--- src/hw/eps_pkg.sv ---
// Package: constants and types for the EPROM programming sequencer
package eps_pkg;
	// ==========================================
	// Geometry
	localparam int ADDR_W = 16;
	localparam int DATA_W = 16;
	localparam int FIFO_DEPTH = 4;
	localparam logic [ADDR_W-1:0] FIRST_ADDR = 16'h0000;
	localparam logic [ADDR_W-1:0] ID_CODE_SEL_ADDR = 16'h0001;
	// ==========================================
	// Timing, figures as printed
	localparam int CLK_PERIOD_PS = 5000;
	localparam int PULSE_NOM_NS = 100000;
	localparam int SETUP_MIN_NS = 2000;
	localparam int VERIFY_OE_MAX_NS = 150;
	localparam int FLOAT_MAX_NS = 130;
	localparam int PULSE_CYC = (PULSE_NOM_NS * 1000) / CLK_PERIOD_PS;
	localparam int SETUP_CYC = (SETUP_MIN_NS * 1000 + CLK_PERIOD_PS - 1) / CLK_PERIOD_PS;
	localparam int VERIFY_CYC = (VERIFY_OE_MAX_NS * 1000 + CLK_PERIOD_PS - 1) / CLK_PERIOD_PS;
	localparam int FLOAT_CYC = (FLOAT_MAX_NS * 1000 + CLK_PERIOD_PS - 1) / CLK_PERIOD_PS;
	localparam int SYNC_CYC = 3;
	localparam int CNT_W = 16;
	localparam logic [3:0] MAX_RETRY = 4'ha;
	// ==========================================
	// Sequencer states
	typedef enum logic [3:0] {
		ST_IDLE    = 4'h0,
		ST_PWR_VCC = 4'h1,
		ST_PWR_VPP = 4'h3,
		ST_LOAD    = 4'h2,
		ST_PULSE   = 4'h6,
		ST_HOLD    = 4'h7,
		ST_VFY     = 4'h5,
		ST_FLOAT   = 4'h4,
		ST_PWR_DN  = 4'hc,
		ST_READ    = 4'hd,
		ST_READ_FL = 4'hf,
		ST_DONE    = 4'he,
		ST_ID      = 4'h8
	} eps_state_type;
endpackage : eps_pkg

--- src/hw/eps_fifo.sv ---
// Small synchronous FIFO used on the source data path
`timescale 1ns/100ps
`default_nettype none
module eps_fifo #(
	parameter int WIDTH = 16,
	parameter int DEPTH = 4
) (
	// Clock and reset
	input  wire logic             clock_in,
	input  wire logic             rst_b_in,
	// Fill side
	input  wire logic             in_valid_in,
	output logic                  in_ready_out,
	input  wire logic [WIDTH-1:0] in_data_in,
	// Drain side
	output logic                  out_valid_out,
	input  wire logic             out_ready_in,
	output logic [WIDTH-1:0]      out_data_out
);
	localparam int PW = $clog2(DEPTH);
	logic [WIDTH-1:0] mem [DEPTH];
	logic [PW:0]      wr_ptr;
	logic [PW:0]      rd_ptr;
	wire              do_wr = in_valid_in && in_ready_out;
	wire              do_rd = out_valid_out && out_ready_in;
	assign in_ready_out  = (wr_ptr - rd_ptr) != (PW+1)'(DEPTH);
	assign out_valid_out = wr_ptr != rd_ptr;
	assign out_data_out  = mem[rd_ptr[PW-1:0]];
	always_ff @(posedge clock_in) begin
		if (do_wr) begin
			mem[wr_ptr[PW-1:0]] <= in_data_in;
		end
	end
	always_ff @(posedge clock_in or negedge rst_b_in) begin
		if (!rst_b_in) begin
			wr_ptr <= '0;
			rd_ptr <= '0;
		end else begin
			wr_ptr <= wr_ptr + (PW+1)'(do_wr);
			rd_ptr <= rd_ptr + (PW+1)'(do_rd);
		end
	end
endmodule // eps_fifo
`default_nettype wire

--- src/hw/eps_sequencer.sv ---
// Programmer that drives a 16-bit one-time EPROM through its pins
`timescale 1ns/100ps
`default_nettype none
// Overview of operation
// - Program strobe low for 100 us nominal, within 95 to 105 us.
// - Start at first address, raise core supply 6.5 V, then program supply 13 V.
// - First pass: one program pulse per address, no verify.
// - Second pass verifies each word; mismatches get up to ten pulses, verifying each.
// - Word still failing after ten pulses ends programming with device failed.
// - Verified word advances to next address until all are checked.
// - Lower both supplies to 5 V, read all words back, compare, report.
// - Identification needs the select address line at the raised 12 V level.
// - Output enable may lag chip enable by access time difference.
// - Verify samples up to 150 ns after output enable; allow 130 ns float.
// - Core supply on no later, off no earlier, than programming supply.
// - Identification holds other address lines low, code select picks word.
module eps_sequencer
	import eps_pkg::*;
(
	// Clock and reset
	input  wire logic                      clock_in,
	input  wire logic                      rst_b_in,
	// Commands
	input  wire logic                      start_prog_in,
	input  wire logic                      start_id_in,
	input  wire logic                      id_word_sel_in,
	input  wire logic [eps_pkg::ADDR_W-1:0] last_addr_in,
	// Source data, one word per address, sent once per pass
	input  wire logic                      src_valid_in,
	output logic                           src_ready_out,
	input  wire logic [eps_pkg::DATA_W-1:0] src_data_in,
	// Status
	output logic                           busy_out,
	output logic                           done_out,
	output logic                           pass_out,
	output logic                           fail_out,
	output logic [eps_pkg::DATA_W-1:0]     id_word_out,
	output logic [eps_pkg::ADDR_W-1:0]     fail_addr_out,
	// Device pins
	output logic [eps_pkg::ADDR_W-1:0]     addr_out,
	output logic                           chip_enable_n_out,
	output logic                           output_enable_n_out,
	output logic                           program_strobe_n_out,
	output logic                           vcc_prog_level_out,
	output logic                           vpp_prog_level_out,
	output logic                           id_select_raise_out,
	input  wire logic [eps_pkg::DATA_W-1:0] data_in,
	output logic [eps_pkg::DATA_W-1:0]     data_out,
	output logic                           data_oe_out
);
	import eps_pkg::*;
	// ==========================================
	// Pin synchroniser
	logic [DATA_W-1:0] data_meta;
	logic [DATA_W-1:0] data_sync;
	always_ff @(posedge clock_in or negedge rst_b_in) begin
		if (!rst_b_in) begin
			data_meta <= '0;
			data_sync <= '0;
		end else begin
			data_meta <= data_in;
			data_sync <= data_meta;
		end
	end
	// ==========================================
	// Source FIFO
	logic              fifo_valid;
	logic              fifo_ready;
	logic [DATA_W-1:0] fifo_data;
	eps_fifo #(.WIDTH(DATA_W), .DEPTH(FIFO_DEPTH)) u_fifo (
		.clock_in      (clock_in),
		.rst_b_in      (rst_b_in),
		.in_valid_in   (src_valid_in),
		.in_ready_out  (src_ready_out),
		.in_data_in    (src_data_in),
		.out_valid_out (fifo_valid),
		.out_ready_in  (fifo_ready),
		.out_data_out  (fifo_data)
	);
	// ==========================================
	// Sequencer
	eps_state_type     state;
	eps_state_type     next_state;
	logic [CNT_W-1:0]  cnt;
	logic [3:0]        retry;
	logic [1:0]        pass_no;
	logic [DATA_W-1:0] wdata;
	logic              have_word;
	logic              ok;
	// Pass 0 programs, pass 1 verifies, pass 2 reads back at 5 V
	wire               cnt_done  = cnt == '0;
	wire               last_addr = addr_out == last_addr_in;
	wire               match     = data_sync == wdata;
	wire               verify_pass = pass_no == 2'h1;
	wire               retry_left = retry != MAX_RETRY;
	assign fifo_ready = (state == ST_LOAD) && !have_word;
	always_comb begin
		next_state = state;
		unique case (state)
			ST_IDLE: begin
				if (start_prog_in) begin
					next_state = ST_PWR_VCC;
				end else if (start_id_in) begin
					next_state = ST_ID;
				end
			end
			ST_PWR_VCC: if (cnt_done) next_state = ST_PWR_VPP;
			ST_PWR_VPP: if (cnt_done) next_state = ST_LOAD;
			ST_LOAD: begin
				if (have_word && cnt_done) begin
					next_state = (pass_no == 2'h0 || !ok) ? ST_PULSE : ST_VFY;
				end
			end
			ST_PULSE: if (cnt_done) next_state = ST_HOLD;
			ST_HOLD: if (cnt_done) next_state = (pass_no == 2'h0) ? ST_FLOAT : ST_VFY;
			ST_VFY: if (cnt_done) next_state = ST_FLOAT;
			ST_FLOAT: begin
				if (cnt_done) begin
					if (verify_pass && !ok && !retry_left) begin
						next_state = ST_PWR_DN;
					end else if (verify_pass && !ok) begin
						// Retry goes back through load so data and enables get full setup
						next_state = ST_LOAD;
					end else if (!last_addr) begin
						next_state = ST_LOAD;
					end else if (pass_no == 2'h2) begin
						next_state = ST_DONE;
					end else if (pass_no == 2'h1) begin
						next_state = ST_PWR_DN;
					end else begin
						next_state = ST_LOAD;
					end
				end
			end
			ST_PWR_DN: if (cnt_done) next_state = fail_out ? ST_DONE : ST_LOAD;
			ST_ID: if (cnt_done) next_state = ST_READ_FL;
			ST_READ_FL: if (cnt_done) next_state = ST_DONE;
			ST_DONE: next_state = ST_IDLE;
			default: next_state = ST_IDLE;
		endcase
	end
	// Count reloads on every state change
	logic [CNT_W-1:0] next_cnt;
	always_comb begin
		next_cnt = cnt_done ? cnt : cnt - 1'b1;
		if (next_state != state) begin
			unique case (next_state)
				ST_PULSE: next_cnt = CNT_W'(PULSE_CYC - 1);
				ST_VFY:   next_cnt = CNT_W'(VERIFY_CYC + SYNC_CYC - 1);
				ST_ID:    next_cnt = CNT_W'(SETUP_CYC + VERIFY_CYC + SYNC_CYC - 1);
				ST_FLOAT,
				ST_READ_FL: next_cnt = CNT_W'(FLOAT_CYC - 1);
				default:  next_cnt = CNT_W'(SETUP_CYC - 1);
			endcase
		end
		// Setup counts from the word reaching the pins, not from entering load
		if (state == ST_LOAD && !have_word) begin
			next_cnt = CNT_W'(SETUP_CYC - 1);
		end
	end
	always_ff @(posedge clock_in or negedge rst_b_in) begin
		if (!rst_b_in) begin
			state <= ST_IDLE;
			cnt   <= '0;
		end else begin
			state <= next_state;
			cnt   <= next_cnt;
		end
	end
	// Datapath
	always_ff @(posedge clock_in or negedge rst_b_in) begin
		if (!rst_b_in) begin
			addr_out      <= '0;
			wdata         <= '0;
			have_word     <= 1'b0;
			retry         <= '0;
			pass_no       <= '0;
			ok            <= 1'b0;
			pass_out      <= 1'b0;
			fail_out      <= 1'b0;
			fail_addr_out <= '0;
			id_word_out   <= '0;
			vcc_prog_level_out  <= 1'b0;
			vpp_prog_level_out  <= 1'b0;
			id_select_raise_out <= 1'b0;
		end else begin
			if (state == ST_IDLE && start_prog_in) begin
				addr_out <= FIRST_ADDR;
				pass_no  <= 2'h0;
				pass_out <= 1'b0;
				fail_out <= 1'b0;
				retry    <= '0;
				vcc_prog_level_out <= 1'b1;
			end
			if (state == ST_IDLE && start_id_in) begin
				addr_out <= id_word_sel_in ? ID_CODE_SEL_ADDR : FIRST_ADDR;
				id_select_raise_out <= 1'b1;
			end
			if (state == ST_PWR_VCC && cnt_done) begin
				vpp_prog_level_out <= 1'b1;
			end
			if (fifo_ready && fifo_valid) begin
				wdata     <= fifo_data;
				have_word <= 1'b1;
			end
			if (state == ST_HOLD && cnt_done && verify_pass) begin
				retry <= retry + 4'h1;
			end
			if (state == ST_VFY && cnt_done) begin
				ok <= match;
			end
			if (state == ST_FLOAT && cnt_done) begin
				if (verify_pass && !ok && !retry_left) begin
					fail_out      <= 1'b1;
					fail_addr_out <= addr_out;
					vpp_prog_level_out <= 1'b0;
				end else if (ok || !verify_pass) begin
					have_word <= 1'b0;
					retry     <= '0;
					ok        <= 1'b1;
					if (last_addr) begin
						addr_out <= FIRST_ADDR;
						pass_no  <= pass_no + 2'h1;
						if (pass_no == 2'h1) begin
							vpp_prog_level_out <= 1'b0;
						end
						if (pass_no == 2'h2) begin
							pass_out <= !fail_out && ok;
						end
					end else begin
						addr_out <= addr_out + 1'b1;
					end
				end
				if (pass_no == 2'h2 && !ok) begin
					fail_out      <= 1'b1;
					fail_addr_out <= addr_out;
				end
			end
			if (state == ST_PWR_DN && cnt_done) begin
				vcc_prog_level_out <= 1'b0;
				if (fail_out) begin
					have_word <= 1'b0;
				end
			end
			if (state == ST_ID && cnt_done) begin
				id_word_out <= data_sync;
			end
			if (state == ST_READ_FL && cnt_done) begin
				id_select_raise_out <= 1'b0;
				addr_out <= FIRST_ADDR;
			end
		end
	end
	// ==========================================
	// Pin levels
	wire pulsing = state == ST_PULSE;
	wire reading = state == ST_VFY || state == ST_ID;
	wire ce_setup = state == ST_LOAD || state == ST_FLOAT;
	// Chip enable settles before the strobe and leads output enable, except in identification where both switch in the same cycle
	assign chip_enable_n_out    = !(pulsing || reading || ce_setup || state == ST_HOLD);
	assign output_enable_n_out  = !reading;
	assign program_strobe_n_out = !pulsing;
	// Drivers stay on through setup and hold, off once output enable falls
	assign data_oe_out = (state == ST_LOAD && have_word) || pulsing || state == ST_HOLD;
	assign data_out    = wdata;
	assign busy_out    = state != ST_IDLE;
	assign done_out    = state == ST_DONE;
	// ==========================================
	// Checks
	property p_pulse_width;
		@(posedge clock_in) disable iff (!rst_b_in)
		$fell(program_strobe_n_out) |-> !program_strobe_n_out [*8] ##0 (cnt > CNT_W'(PULSE_CYC - 20));
	endproperty
	a_pulse_width: assert property (p_pulse_width) else $error("strobe pulse short");
	// Helper count of strobe-low cycles, judged against the window when the strobe rises
	logic [CNT_W-1:0] strobe_low_cnt;
	always_ff @(posedge clock_in or negedge rst_b_in) begin
		if (!rst_b_in) begin
			strobe_low_cnt <= '0;
		end else begin
			strobe_low_cnt <= pulsing ? strobe_low_cnt + 1'b1 : '0;
		end
	end
	property p_pulse_window;
		@(posedge clock_in) disable iff (!rst_b_in)
		$rose(program_strobe_n_out) |-> strobe_low_cnt >= CNT_W'(PULSE_CYC - PULSE_CYC / 20)
			&& strobe_low_cnt <= CNT_W'(PULSE_CYC + PULSE_CYC / 20);
	endproperty
	a_pulse_window: assert property (p_pulse_window) else $error("strobe pulse out of window");
	property p_no_drive_while_read;
		@(posedge clock_in) disable iff (!rst_b_in)
		!output_enable_n_out |-> !data_oe_out;
	endproperty
	a_no_drive_while_read: assert property (p_no_drive_while_read) else $error("bus fight");
	property p_vpp_needs_vcc;
		@(posedge clock_in) disable iff (!rst_b_in)
		vpp_prog_level_out |-> vcc_prog_level_out;
	endproperty
	a_vpp_needs_vcc: assert property (p_vpp_needs_vcc) else $error("supply order");
	property p_stable_in_pulse;
		@(posedge clock_in) disable iff (!rst_b_in)
		!program_strobe_n_out && $past(!program_strobe_n_out) |-> $stable(addr_out) && $stable(data_out);
	endproperty
	a_stable_in_pulse: assert property (p_stable_in_pulse) else $error("moved in pulse");
	property p_prog_pins;
		@(posedge clock_in) disable iff (!rst_b_in)
		!program_strobe_n_out |-> !chip_enable_n_out && output_enable_n_out && vpp_prog_level_out;
	endproperty
	a_prog_pins: assert property (p_prog_pins) else $error("bad program pins");
	property p_retry_cap;
		@(posedge clock_in) disable iff (!rst_b_in)
		retry <= MAX_RETRY;
	endproperty
	a_retry_cap: assert property (p_retry_cap) else $error("too many pulses");
	property p_fail_ends;
		@(posedge clock_in) disable iff (!rst_b_in)
		$rose(fail_out) && verify_pass |-> ##[1:500] (state == ST_DONE);
	endproperty
	a_fail_ends: assert property (p_fail_ends) else $error("fail not ended");
	property p_first_pass_no_verify;
		@(posedge clock_in) disable iff (!rst_b_in)
		pass_no == 2'h0 |-> output_enable_n_out || state == ST_ID;
	endproperty
	a_first_pass_no_verify: assert property (p_first_pass_no_verify) else $error("verified");
endmodule // eps_sequencer
`default_nettype wire

--- config.mk ---
export PLATFORM = sky130hd
export DESIGN_NAME = eps_sequencer
export DESIGN_NICKNAME = d
export VERILOG_FILES = /design/src/hw/eps_pkg.sv /design/src/hw/eps_fifo.sv /design/src/hw/eps_sequencer.sv
export SDC_FILE = /design/constraint.sdc
export NUM_CORES = 1
export LEC_CHECK = 0
export BUFFER_PORTS_ARGS = -buffer_cell sky130_fd_sc_hd__buf_2
export CAP_MARGIN = 20
export CELL_PAD_IN_SITES_DETAIL_PLACEMENT = 1
export CELL_PAD_IN_SITES_GLOBAL_PLACEMENT = 1
export CORE_AREA = 4 4 188 190
export DETAILED_ROUTE_END_ITERATION = 10
export DIE_AREA = 0 0 192 194
export HOLD_SLACK_MARGIN = 0.08
export PLACE_DENSITY_LB_ADDON = 0.1
export SETUP_SLACK_MARGIN = 0.2
export SLEW_MARGIN = 5
export SYNTH_ARGS = -nofsm -noshare
export SYNTH_HDL_FRONTEND = slang
export SYNTH_SLANG_ARGS = --single-unit
--- constraint.sdc ---
create_clock -name clock_in -period 10.75 [get_ports clock_in]
set_input_delay 2.6875 -clock clock_in [delete_from_list [all_inputs] [get_ports clock_in]]
set_output_delay 2.6875 -clock clock_in [all_outputs]
set_load 0.01 [all_outputs]
Yosys cells after proc, flatten, opt, wreduce, memory -nomap -nowiden
Memory sizes are Yosys's and may differ from the RTL's. A register that Yosys moved wholly into a read port is not among the register bits.
Cells that the tools add are included.

word-level totals
  memories kept = 1
  input bits = 54
  bits in latches = 0
  RAM bits = 64
  register bits after elaboration = 119
  bits in read-only memories = 0

memories
  name        words  bits a word  rd ports  clocked after Yosys merged registers in  write ports  line            RTL
  u_fifo.mem  4      16           1         1                                        1            eps_fifo.sv:21  logic [WIDTH-1:0] mem [DEPTH];

operators by class
  shift-type cells = 0
  $lt $le $gt $ge = 0
  equality and inequality tests = 25
  mux-type cells = 77
  bitwise gates (word level) = 0
  reductions and logical operators = 46
  multipliers = 0
  divide/modulo/power cells = 0
  $add $sub $neg = 7

operators by type and width
  cell                   count
  $mux 16                12
  $mux 4                 23
  $pmux 15 s4            1
  $pmux 4 s11            1
  $mux 1                 34
  $eq 16x16->1           2
  $eq 4x3->1 const B     7
  $eq 4x4->1 const B     6
  $logic_and 1x1->1      19
  $add 16x1->16 const B  1
  $logic_not 16->1       1
  $sub 16x1->16 const B  1
  $mux 2                 6
  $logic_not 1->1        9
  $logic_or 1x1->1       9
  $eq 4x2->1 const B     2
  $add 3x1->3            2
  $reduce_bool 2->1      3
  $add 4x1->4 const B    1
  $eq 4x1->1 const B     1
  $logic_not 4->1        1
  $ne 4x4->1             1
  $ne 4x4->1 const B     1
  $reduce_bool 4->1      1
  10 further kinds       10

Longest topological paths before layout
Gate-level depths: netlist (run 1).

  word-level depth = 13
  mapped depth = 14

By module
A second synthesis (run 1) with hierarchy kept.

second synthesis, totals
  cell total of the unflattened synthesis = 684
  area, all modules = 8868.5 um2

by module, submodules not included
  module         cells an instance  area an instance (um2)  instances
  eps_sequencer  568                6184.7                  1
  eps_fifo       116                2683.8                  1

Worst setup path after synthesis (run 1)
Ideal clock, no wire load.

  path kind = input to register
  start = input port last_addr_in[12] (netlist name)
  end = register cnt[1]
  data arrival time = 4694 ps
  data required time = 10627 ps
  stages = 9
  slack = 5933 ps
  cells stage by stage = xor2_1 > nor4_1 > nand4_1 > nor3_1 > a2111oi_4 > xnor2_1 > or4b_1 > clkbuf_1 > o2bb2ai_1

on the way
  word-level cells in the longest chain between the ends = 11

ends and longest elaborated chain
  item                                             line                  RTL
  from (decl)                                      eps_sequencer.sv:27   input wire logic [eps_pkg::ADDR_W-1:0] last_addr_in,
  $eq 16x16->1 *                                   eps_sequencer.sv:92   wire last_addr = addr_out == last_addr_in;
  $mux 4 *                                         eps_sequencer.sv:124  end else if (!last_addr) begin
  $mux 4 *                                         eps_sequencer.sv:121  end else if (verify_pass && !ok) begin
  $mux 4 *                                         eps_sequencer.sv:119  if (verify_pass && !ok && !retry_left) begin
  $mux 4 *                                         eps_sequencer.sv:118  if (cnt_done) begin
  $pmux 4 s11 *                                    eps_sequencer.sv:99   unique case (state)
  $eq 4x3->1 / $eq 4x4->1 (equally long branches)  eps_sequencer.sv:147  unique case (next_state)
  $reduce_or 2->1                                  eps_sequencer.sv:147
  $pmux 15 s4                                      eps_sequencer.sv:147
  $mux 16                                          eps_sequencer.sv:146  if (next_state != state) begin
  $mux 16                                          eps_sequencer.sv:157  if (state == ST_LOAD && !have_word) begin
  to (signal assigned)                             eps_sequencer.sv:167  cnt <= next_cnt;
  to (decl)                                        eps_sequencer.sv:84   logic [CNT_W-1:0] cnt;

Every way passes the cells marked *; elsewhere a longest branch is shown, timed or not.
A chain may end at the register's enable or synchronous reset.

Final worst setup path (run 1)
  start = input port last_addr_in[12] (netlist name)
  end = register cnt[10]

Same word-level chain as after synthesis.

==> impl_metrics.toml, run 1 <==
[timing]
rsz0062_at_grt = "false"
skew_ps = 11.3
setup_viol = 0
period_needed_ps = 5230
max_freq_mhz = 191
min_period_over_period_pct = 48.7
worst_pin_slew_ps = 1060
hold_viol = 0
worst_hold_slack_ps = 347
setup_tns_ps = 0
drv_slew = 0
slew_headroom_pct = 29.1

[route]
routedWlPerCell_um = 19.0
drt-initial-drc-count = 254
drtPass1Iterations = 4
ant_nets = 0
vias = 5750
routed_via_density = 4.59
wirelength_um = 23900
drcViolationCount = 0

[yosys]
synth.ff_latch_count = 199
synth-xor-area-share_pct = 5.24
synthAdderAreaFrac_pct = 1.87
yosysSeqAreaShare_pct = 60.9
syn_avg_cell_area_sq_um = 13.0
yosysTopAreaCellShare_pct = 38.8
synth.area.mux_share_pct = 10.8
yosysTopAreaCell = "dfrtp_1"
syn_nets = 735
synth_edf_count = 64
yosys.area_share.simple_pct = 11.7
synth_warnings = 0
synth-compound-area-share_pct = 7.15
yosysUniqueCellTypes = 57
synth_area_sq_um = 8700
synthFlopType = "dfrtp_1"
synthTopCellsByArea = "dfrtp_1 39%, edfxtp_1 22%, mux2_2 6.2%"
netlist_instances = 668
synthArstFlopShare_pct = 67.8
synth_top_family_by_area = "simple AND/OR/NAND/NOR gates"

[critical_path]
worstPathRequired_ps = 11090
cp-end-kind = "flop"
path_cells = "buf_2 -> xor2_1 -> nor4_1 -> nand4_1 -> nor3_1 -> a2111oi_4 -> xnor2_1 -> or3_1 -> o31ai_1"
cp.arrival_ps = 5570
cp-startpoint = "last_addr_in[12]"
crit_slowest_cell = "or3_1"
start_kind = "input port"
worstSetupPathType = "in -> reg"
slowest_delay_ps = 680
cp_max_fo = 16
reg2reg_from = "cnt[0]$_DFFE_PN0P_"

[die]
die_area_sq_um = 37200
chipHeight_um = 194
core-area_sq_um = 33400
pin_count = 130
num_rows = 67
fp.dieW_um = 192
start_util_pct = 26.0

[clock_network]
clock-sinks = 199
numCtsBuffers = 17
cts_resized = 0
clkTransAtPathRegs_ps = 80
clock_latency_ps = 440
cts_tree = "yes"
holdBufCountCts = 0
h-tree-depth = 4
cts_root_buf = "clkbuf_16"
postCtsSetupRepairBufs = 0
clockBufferDepth = 2

[grt]
grt_max_degree = 78
overflow = 0
use_met3_pct = 3.22
grt_busiest_layer = "met2"
grtUsageMet2_pct = 21.2
grtUsageMet1_pct = 17.7
grt_pass1_vias = 6222
antenna_found_initial = 2
grt_pass1_wl_um = 37700
grt_usage_pct = 13.1

[run_status]
outcome = "finished, final reports clean"

[placement]
io_buffers = 129
gp_congestion = 0.754
hpwl_um = 16600

[power]
leakage_nw = 4.64
ir_drop_mv = 0.115
power_mw = 1.89
powerDensity_nw_per_um2 = 181

[cells_and_area]
final_nets = 858
fill_cells = 3675
drive_gt1_share_pct = 31.5
area_growth_pct = 20.0

[job]
max_cap_violations = 0

[worst_hold_path]
hp-start = "data_meta[9]$_DFF_PN0_"
hp-class = "reg -> reg"
worst paths after layout:
kind,endpoint,cells past startpoint,slack (ps)
worst max register to register,cnt[10]$_DFFE_PN0P_,10,6420
min in group asynchronous,vcc_prog_level_out$_DFFE_PN0P_,1,2280
worst max-delay path,cnt[10]$_DFFE_PN0P_,9,5520
max in group asynchronous,data_sync[14]$_DFF_PN0_,2,7110
worst min-delay path,data_sync[9]$_DFF_PN0_,0,350
worst min register to register,data_sync[9]$_DFF_PN0_,0,350
stage by stage:
stage	std cells	setup slack, ps	util [%]	instance area (sq um)
finish	1253	5520	31.2	10400
global route	1252	5270	31.2	10400
CTS	1252	5510	31.2	10400
detailed placement	1220	5030	29.5	9850
global placement	1220	5160	29.5	9850
floorplan	668	5930	-	8700
Yosys cell counts, types with 4 or more instances:
cell type,n
dfrtp_1,135
edfxtp_1,64
mux2_2,48
nor2_1,46
xor2_1,41
nand2_1,40
a21oi_1,28
o21ai_0,27
clkbuf_1,25
nor3_1,21
inv_1,16
mux4_2,16
nand3_1,16
ha_1,13
nor4_1,11
xnor2_1,11
and3_1,8
or3_1,7
nand4_1,6
o2bb2ai_1,6
nand2b_1,5
or2_2,5
mux2i_1,4
nor3_2,4
nor3b_1,4
o21a_1,4
or4b_1,4
where the power goes:
group	internal, mW	total, mW	switching (mW)	leakage, nW
Clock	0.353	0.651	0.298	0.290
Combinational	0.121	0.306	0.185	2.00
Sequential	0.878	0.938	0.0591	2.35
registers in the layout, indices dropped and copies added, names as in the netlist:
| signal | flops |
|---|---|
| u_fifo.mem | 64 |
| addr_out | 16 |
| cnt | 16 |
| data_meta | 16 |
| data_out | 16 |
| data_sync | 16 |
| fail_addr_out | 16 |
| id_word_out | 16 |
| retry | 4 |
| state | 4 |
| u_fifo.rd_ptr | 3 |
| u_fifo.wr_ptr | 3 |
| pass_no | 2 |
| fail_out | 1 |
| have_word | 1 |
| id_select_raise_out | 1 |
| ok | 1 |
| pass_out | 1 |
| vcc_prog_level_out | 1 |
| vpp_prog_level_out | 1 |
cells in the final DEF (no fill, tap or decap), types with 3 or more instances in the layout:
cell type  netlist  layout
a21o_1           3       3
a21oi_1         28      27
a31o_2           3       3
and3_1           8       8
buf_2            3     128
buf_4            0       6
clkbuf_16        0      17
clkinv_4         0       5
dfrtp_1        135     135
edfxtp_1        64      64
ha_1            13      13
inv_1           16      16
inv_4            0       3
mux2_2          48      48
mux2i_1          4       4
mux4_2          16      16
nand2_1         40      40
nand2b_1         5       5
nand3_1         16      16
nand3b_1         3       3
nand4_1          6       6
nor2_1          46      46
nor3_1          21      19
nor3_2           4       4
nor3b_1          4       4
nor4_1          11      11
o211ai_1         3       3
o21a_1           4       4
o21ai_0         27      27
o2bb2ai_1        6       6
o31ai_1          3       3
or2_2            5       5
or3_1            7       7
or3b_2           3       3
or4b_1           4       4
xnor2_1         11      11
xor2_1          41      41
logic make-up (layout without fill, tap and decap cells):
| family | after synthesis | after routing |
|---|---|---|
| other cells | 0 | 1 |
| flops | 199 | 199 |
| compound gates | 96 | 96 |
| mux | 68 | 68 |
| fa+ha+maj | 13 | 13 |
| buf+inv | 47 | 183 |
| simple gates | 193 | 193 |
| xor+xnor | 52 | 52 |
layer usage:
layer  vias to the layer above  share of wire, %
met4                         2               1.1
met5                         -             0.059
met2                        88                48
li1                       2678                 -
met3                        18               4.2
met1                      2964                46
cell type report:
type,instances,area [sq um],share of cell area [%]
clock buffers,20,447,4.28
repair buffers,135,697,6.67
multi-input cells,422,3240,31.0
diodes,1,2.50,0.0240
clock inverters,12,140,1.34
flip-flops and latches,199,5300,50.8
well taps,448,561,5.37
inverters,16,60.1,0.575
worst max-delay path, delay by kind of cell:
family,cells,cell delay (ps)
buffers and inverters,1,100
XOR/XNOR,2,340
AND/OR/NAND/NOR,4,1950
AO/OA/AOI/OAI,2,490
Power figures use the tool's default switching activity.
==> run 2, diff against run 1 <==
clock period = 5.1 ns   (was 10.75 ns; I/O delays follow)
==> impl_metrics.toml, run 2 (synthesis results as in run 1) <==
[timing]
slew_headroom_pct = 31.6
max_freq_mhz = 235
drv_slew = 0
min_period_over_period_pct = 83.4
skew_ps = 9.96
setup_slack_ps = 846
hold_viol = 0
worst_pin_slew_ps = 1030
period_needed_ps = 4250
rsz0062_at_grt = "false"
setup_tns_ps = 0
setup_viol = 0

[grt]
grtUsageMet2_pct = 21.9
antenna_found_initial = 2
grt_pass1_wl_um = 37900
grt_usage_pct = 13.2
use_met3_pct = 2.92
overflow = 0
grt_busiest_layer = "met2"
grt_pass1_vias = 6387
grt_max_degree = 86
grtUsageMet1_pct = 17.4

[clock_network]
cts_root_buf = "clkbuf_16"
clock-sinks = 199
postCtsSetupRepairBufs = 0
clkTransAtPathRegs_ps = 80
cts_tree = "yes"
cts_resized = 0
numCtsBuffers = 17
holdBufCountCts = 0
h-tree-depth = 4
clockBufferDepth = 2
clock_latency_ps = 440

[power]
leakage_nw = 4.64
power_mw = 3.96
powerDensity_nw_per_um2 = 378
ir_drop_mv = 0.218

[critical_path]
r2r_cells = 10
worstPathRequired_ps = 5440
r2r_slack_ps = 850
cp.arrival_ps = 4600
cp-startpoint = "cnt[0]$_DFFE_PN0P_"
cp_max_fo = 16
worstSetupPathType = "reg -> reg"
endpoint = "cnt[10]$_DFFE_PN0P_"
worstReg2RegEnd = "cnt[10]$_DFFE_PN0P_"
cp-end-kind = "flop"
reg2reg_from = "cnt[0]$_DFFE_PN0P_"
start_kind = "flop"

[die]
chipHeight_um = 194
num_rows = 67
start_util_pct = 26.0
fp.dieW_um = 192
core-area_sq_um = 33400
pin_count = 130
die_area_sq_um = 37200

[placement]
hpwl_um = 16800
io_buffers = 129
gp_congestion = 0.793
pre_cts_ws_ps = 771

[worst_hold_path]
hp-class = "reg -> reg"

[job]
max_cap_violations = 0

[route]
ant_nets = 0
drcViolationCount = 0
routedWlPerCell_um = 19.0
routed_via_density = 4.60
wirelength_um = 23900
drtPass1Iterations = 5
drt-initial-drc-count = 208
vias = 5778

[cells_and_area]
layout_common_cells = "135 x dfrtp_1, 128 x buf_2, 64 x edfxtp_1, 48 x mux2_2, 46 x nor2_1"
final-seq-area_sq_um = 5300
multi_input_area_sq_um = 3240
fill_cells = 3650
largest_reg_flops = 64
drive_gt1_share_pct = 31.7
final_nets = 861
post-route-util_pct = 31.3
layout_commonest_cell = "dfrtp_1"
area_growth_pct = 20.2

[run_status]
outcome = "finished, final reports clean"
==> run 2: cell count changes in the layout (fill, tap and decap cells not counted) <==
| cell | delta |
|---|---|
| inv_6 | +1 |
| buf_4 | +2 |
| clkbuf_1 | -1 |
| buf_8 | +1 |
| bufinv_16 | -1 |
| clkbuf_8 | -1 |
| clkinv_1 | +1 |
| inv_8 | +2 |
| clkinvlp_4 | +2 |
| inv_4 | -3 |
==> run 2: where the power goes <==
group / total, mW / internal, mW / switching (mW)
Clock: 1.34 / 0.688 / 0.654
Combinational: 0.641 / 0.255 / 0.386
Sequential: 1.98 / 1.85 / 0.124
Total: 3.96 / 2.79 / 1.16
==> run 2: cell type report <==
cell class	count	share of cell area, %
flip-flops and latches	199	50.7
multi-input cells	422	30.9
repair buffers	138	6.95
well taps	448	5.36
clock buffers	18	4.10
clock inverters	14	1.35
inverters	16	0.574
diodes	1	0.0239
==> run 2: worst min-delay path by stage <==
stage	end	cells past startpoint	startpoint
after global routing	data_sync[6]$_DFF_PN0_	0	data_meta[6]$_DFF_PN0_
after detailed placement	data_sync[15]$_DFF_PN0_	0	data_meta[15]$_DFF_PN0_
after global placement	data_sync[11]$_DFF_PN0_	0	data_meta[11]$_DFF_PN0_
after floorplan	data_sync[0]$_DFF_PN0_	0	data_meta[0]$_DFF_PN0_
after CTS	data_sync[15]$_DFF_PN0_	0	data_meta[15]$_DFF_PN0_
final	data_sync[15]$_DFF_PN0_	0	data_meta[15]$_DFF_PN0_
==> run 2: through the flow <==
stage	hold WS, ps	instances	instance area, sq um
2_1_floorplan	331	668	8700
4_1_cts	355	1254	10400
5_1_grt	361	1255	10500
3_3_place_gp	334	1222	9870
6_report	352	1256	10500
3_5_place_dp	337	1222	9870
==> run 2: layer usage <==
metal  vias to the layer above  part of all wire (%)  routed length [um]
met1                      2959                    45               10800
met4                         2                  0.99                 237
li1                       2686                     -                   -
met2                       114                    49               11800
met5                         -                 0.050                  12
met3                        17                   4.3                1020
==> run 2: worst max-delay path: stages (launching register included) <==
cell       delay [ps]
dfrtp_1           390
inv_1             100
ha_1              210
or4b_1            610
or4b_1            870
nor2_8            220
a21oi_2            90
a2111oi_4         470
xnor2_1           150
or3_1             690
o31ai_1           340
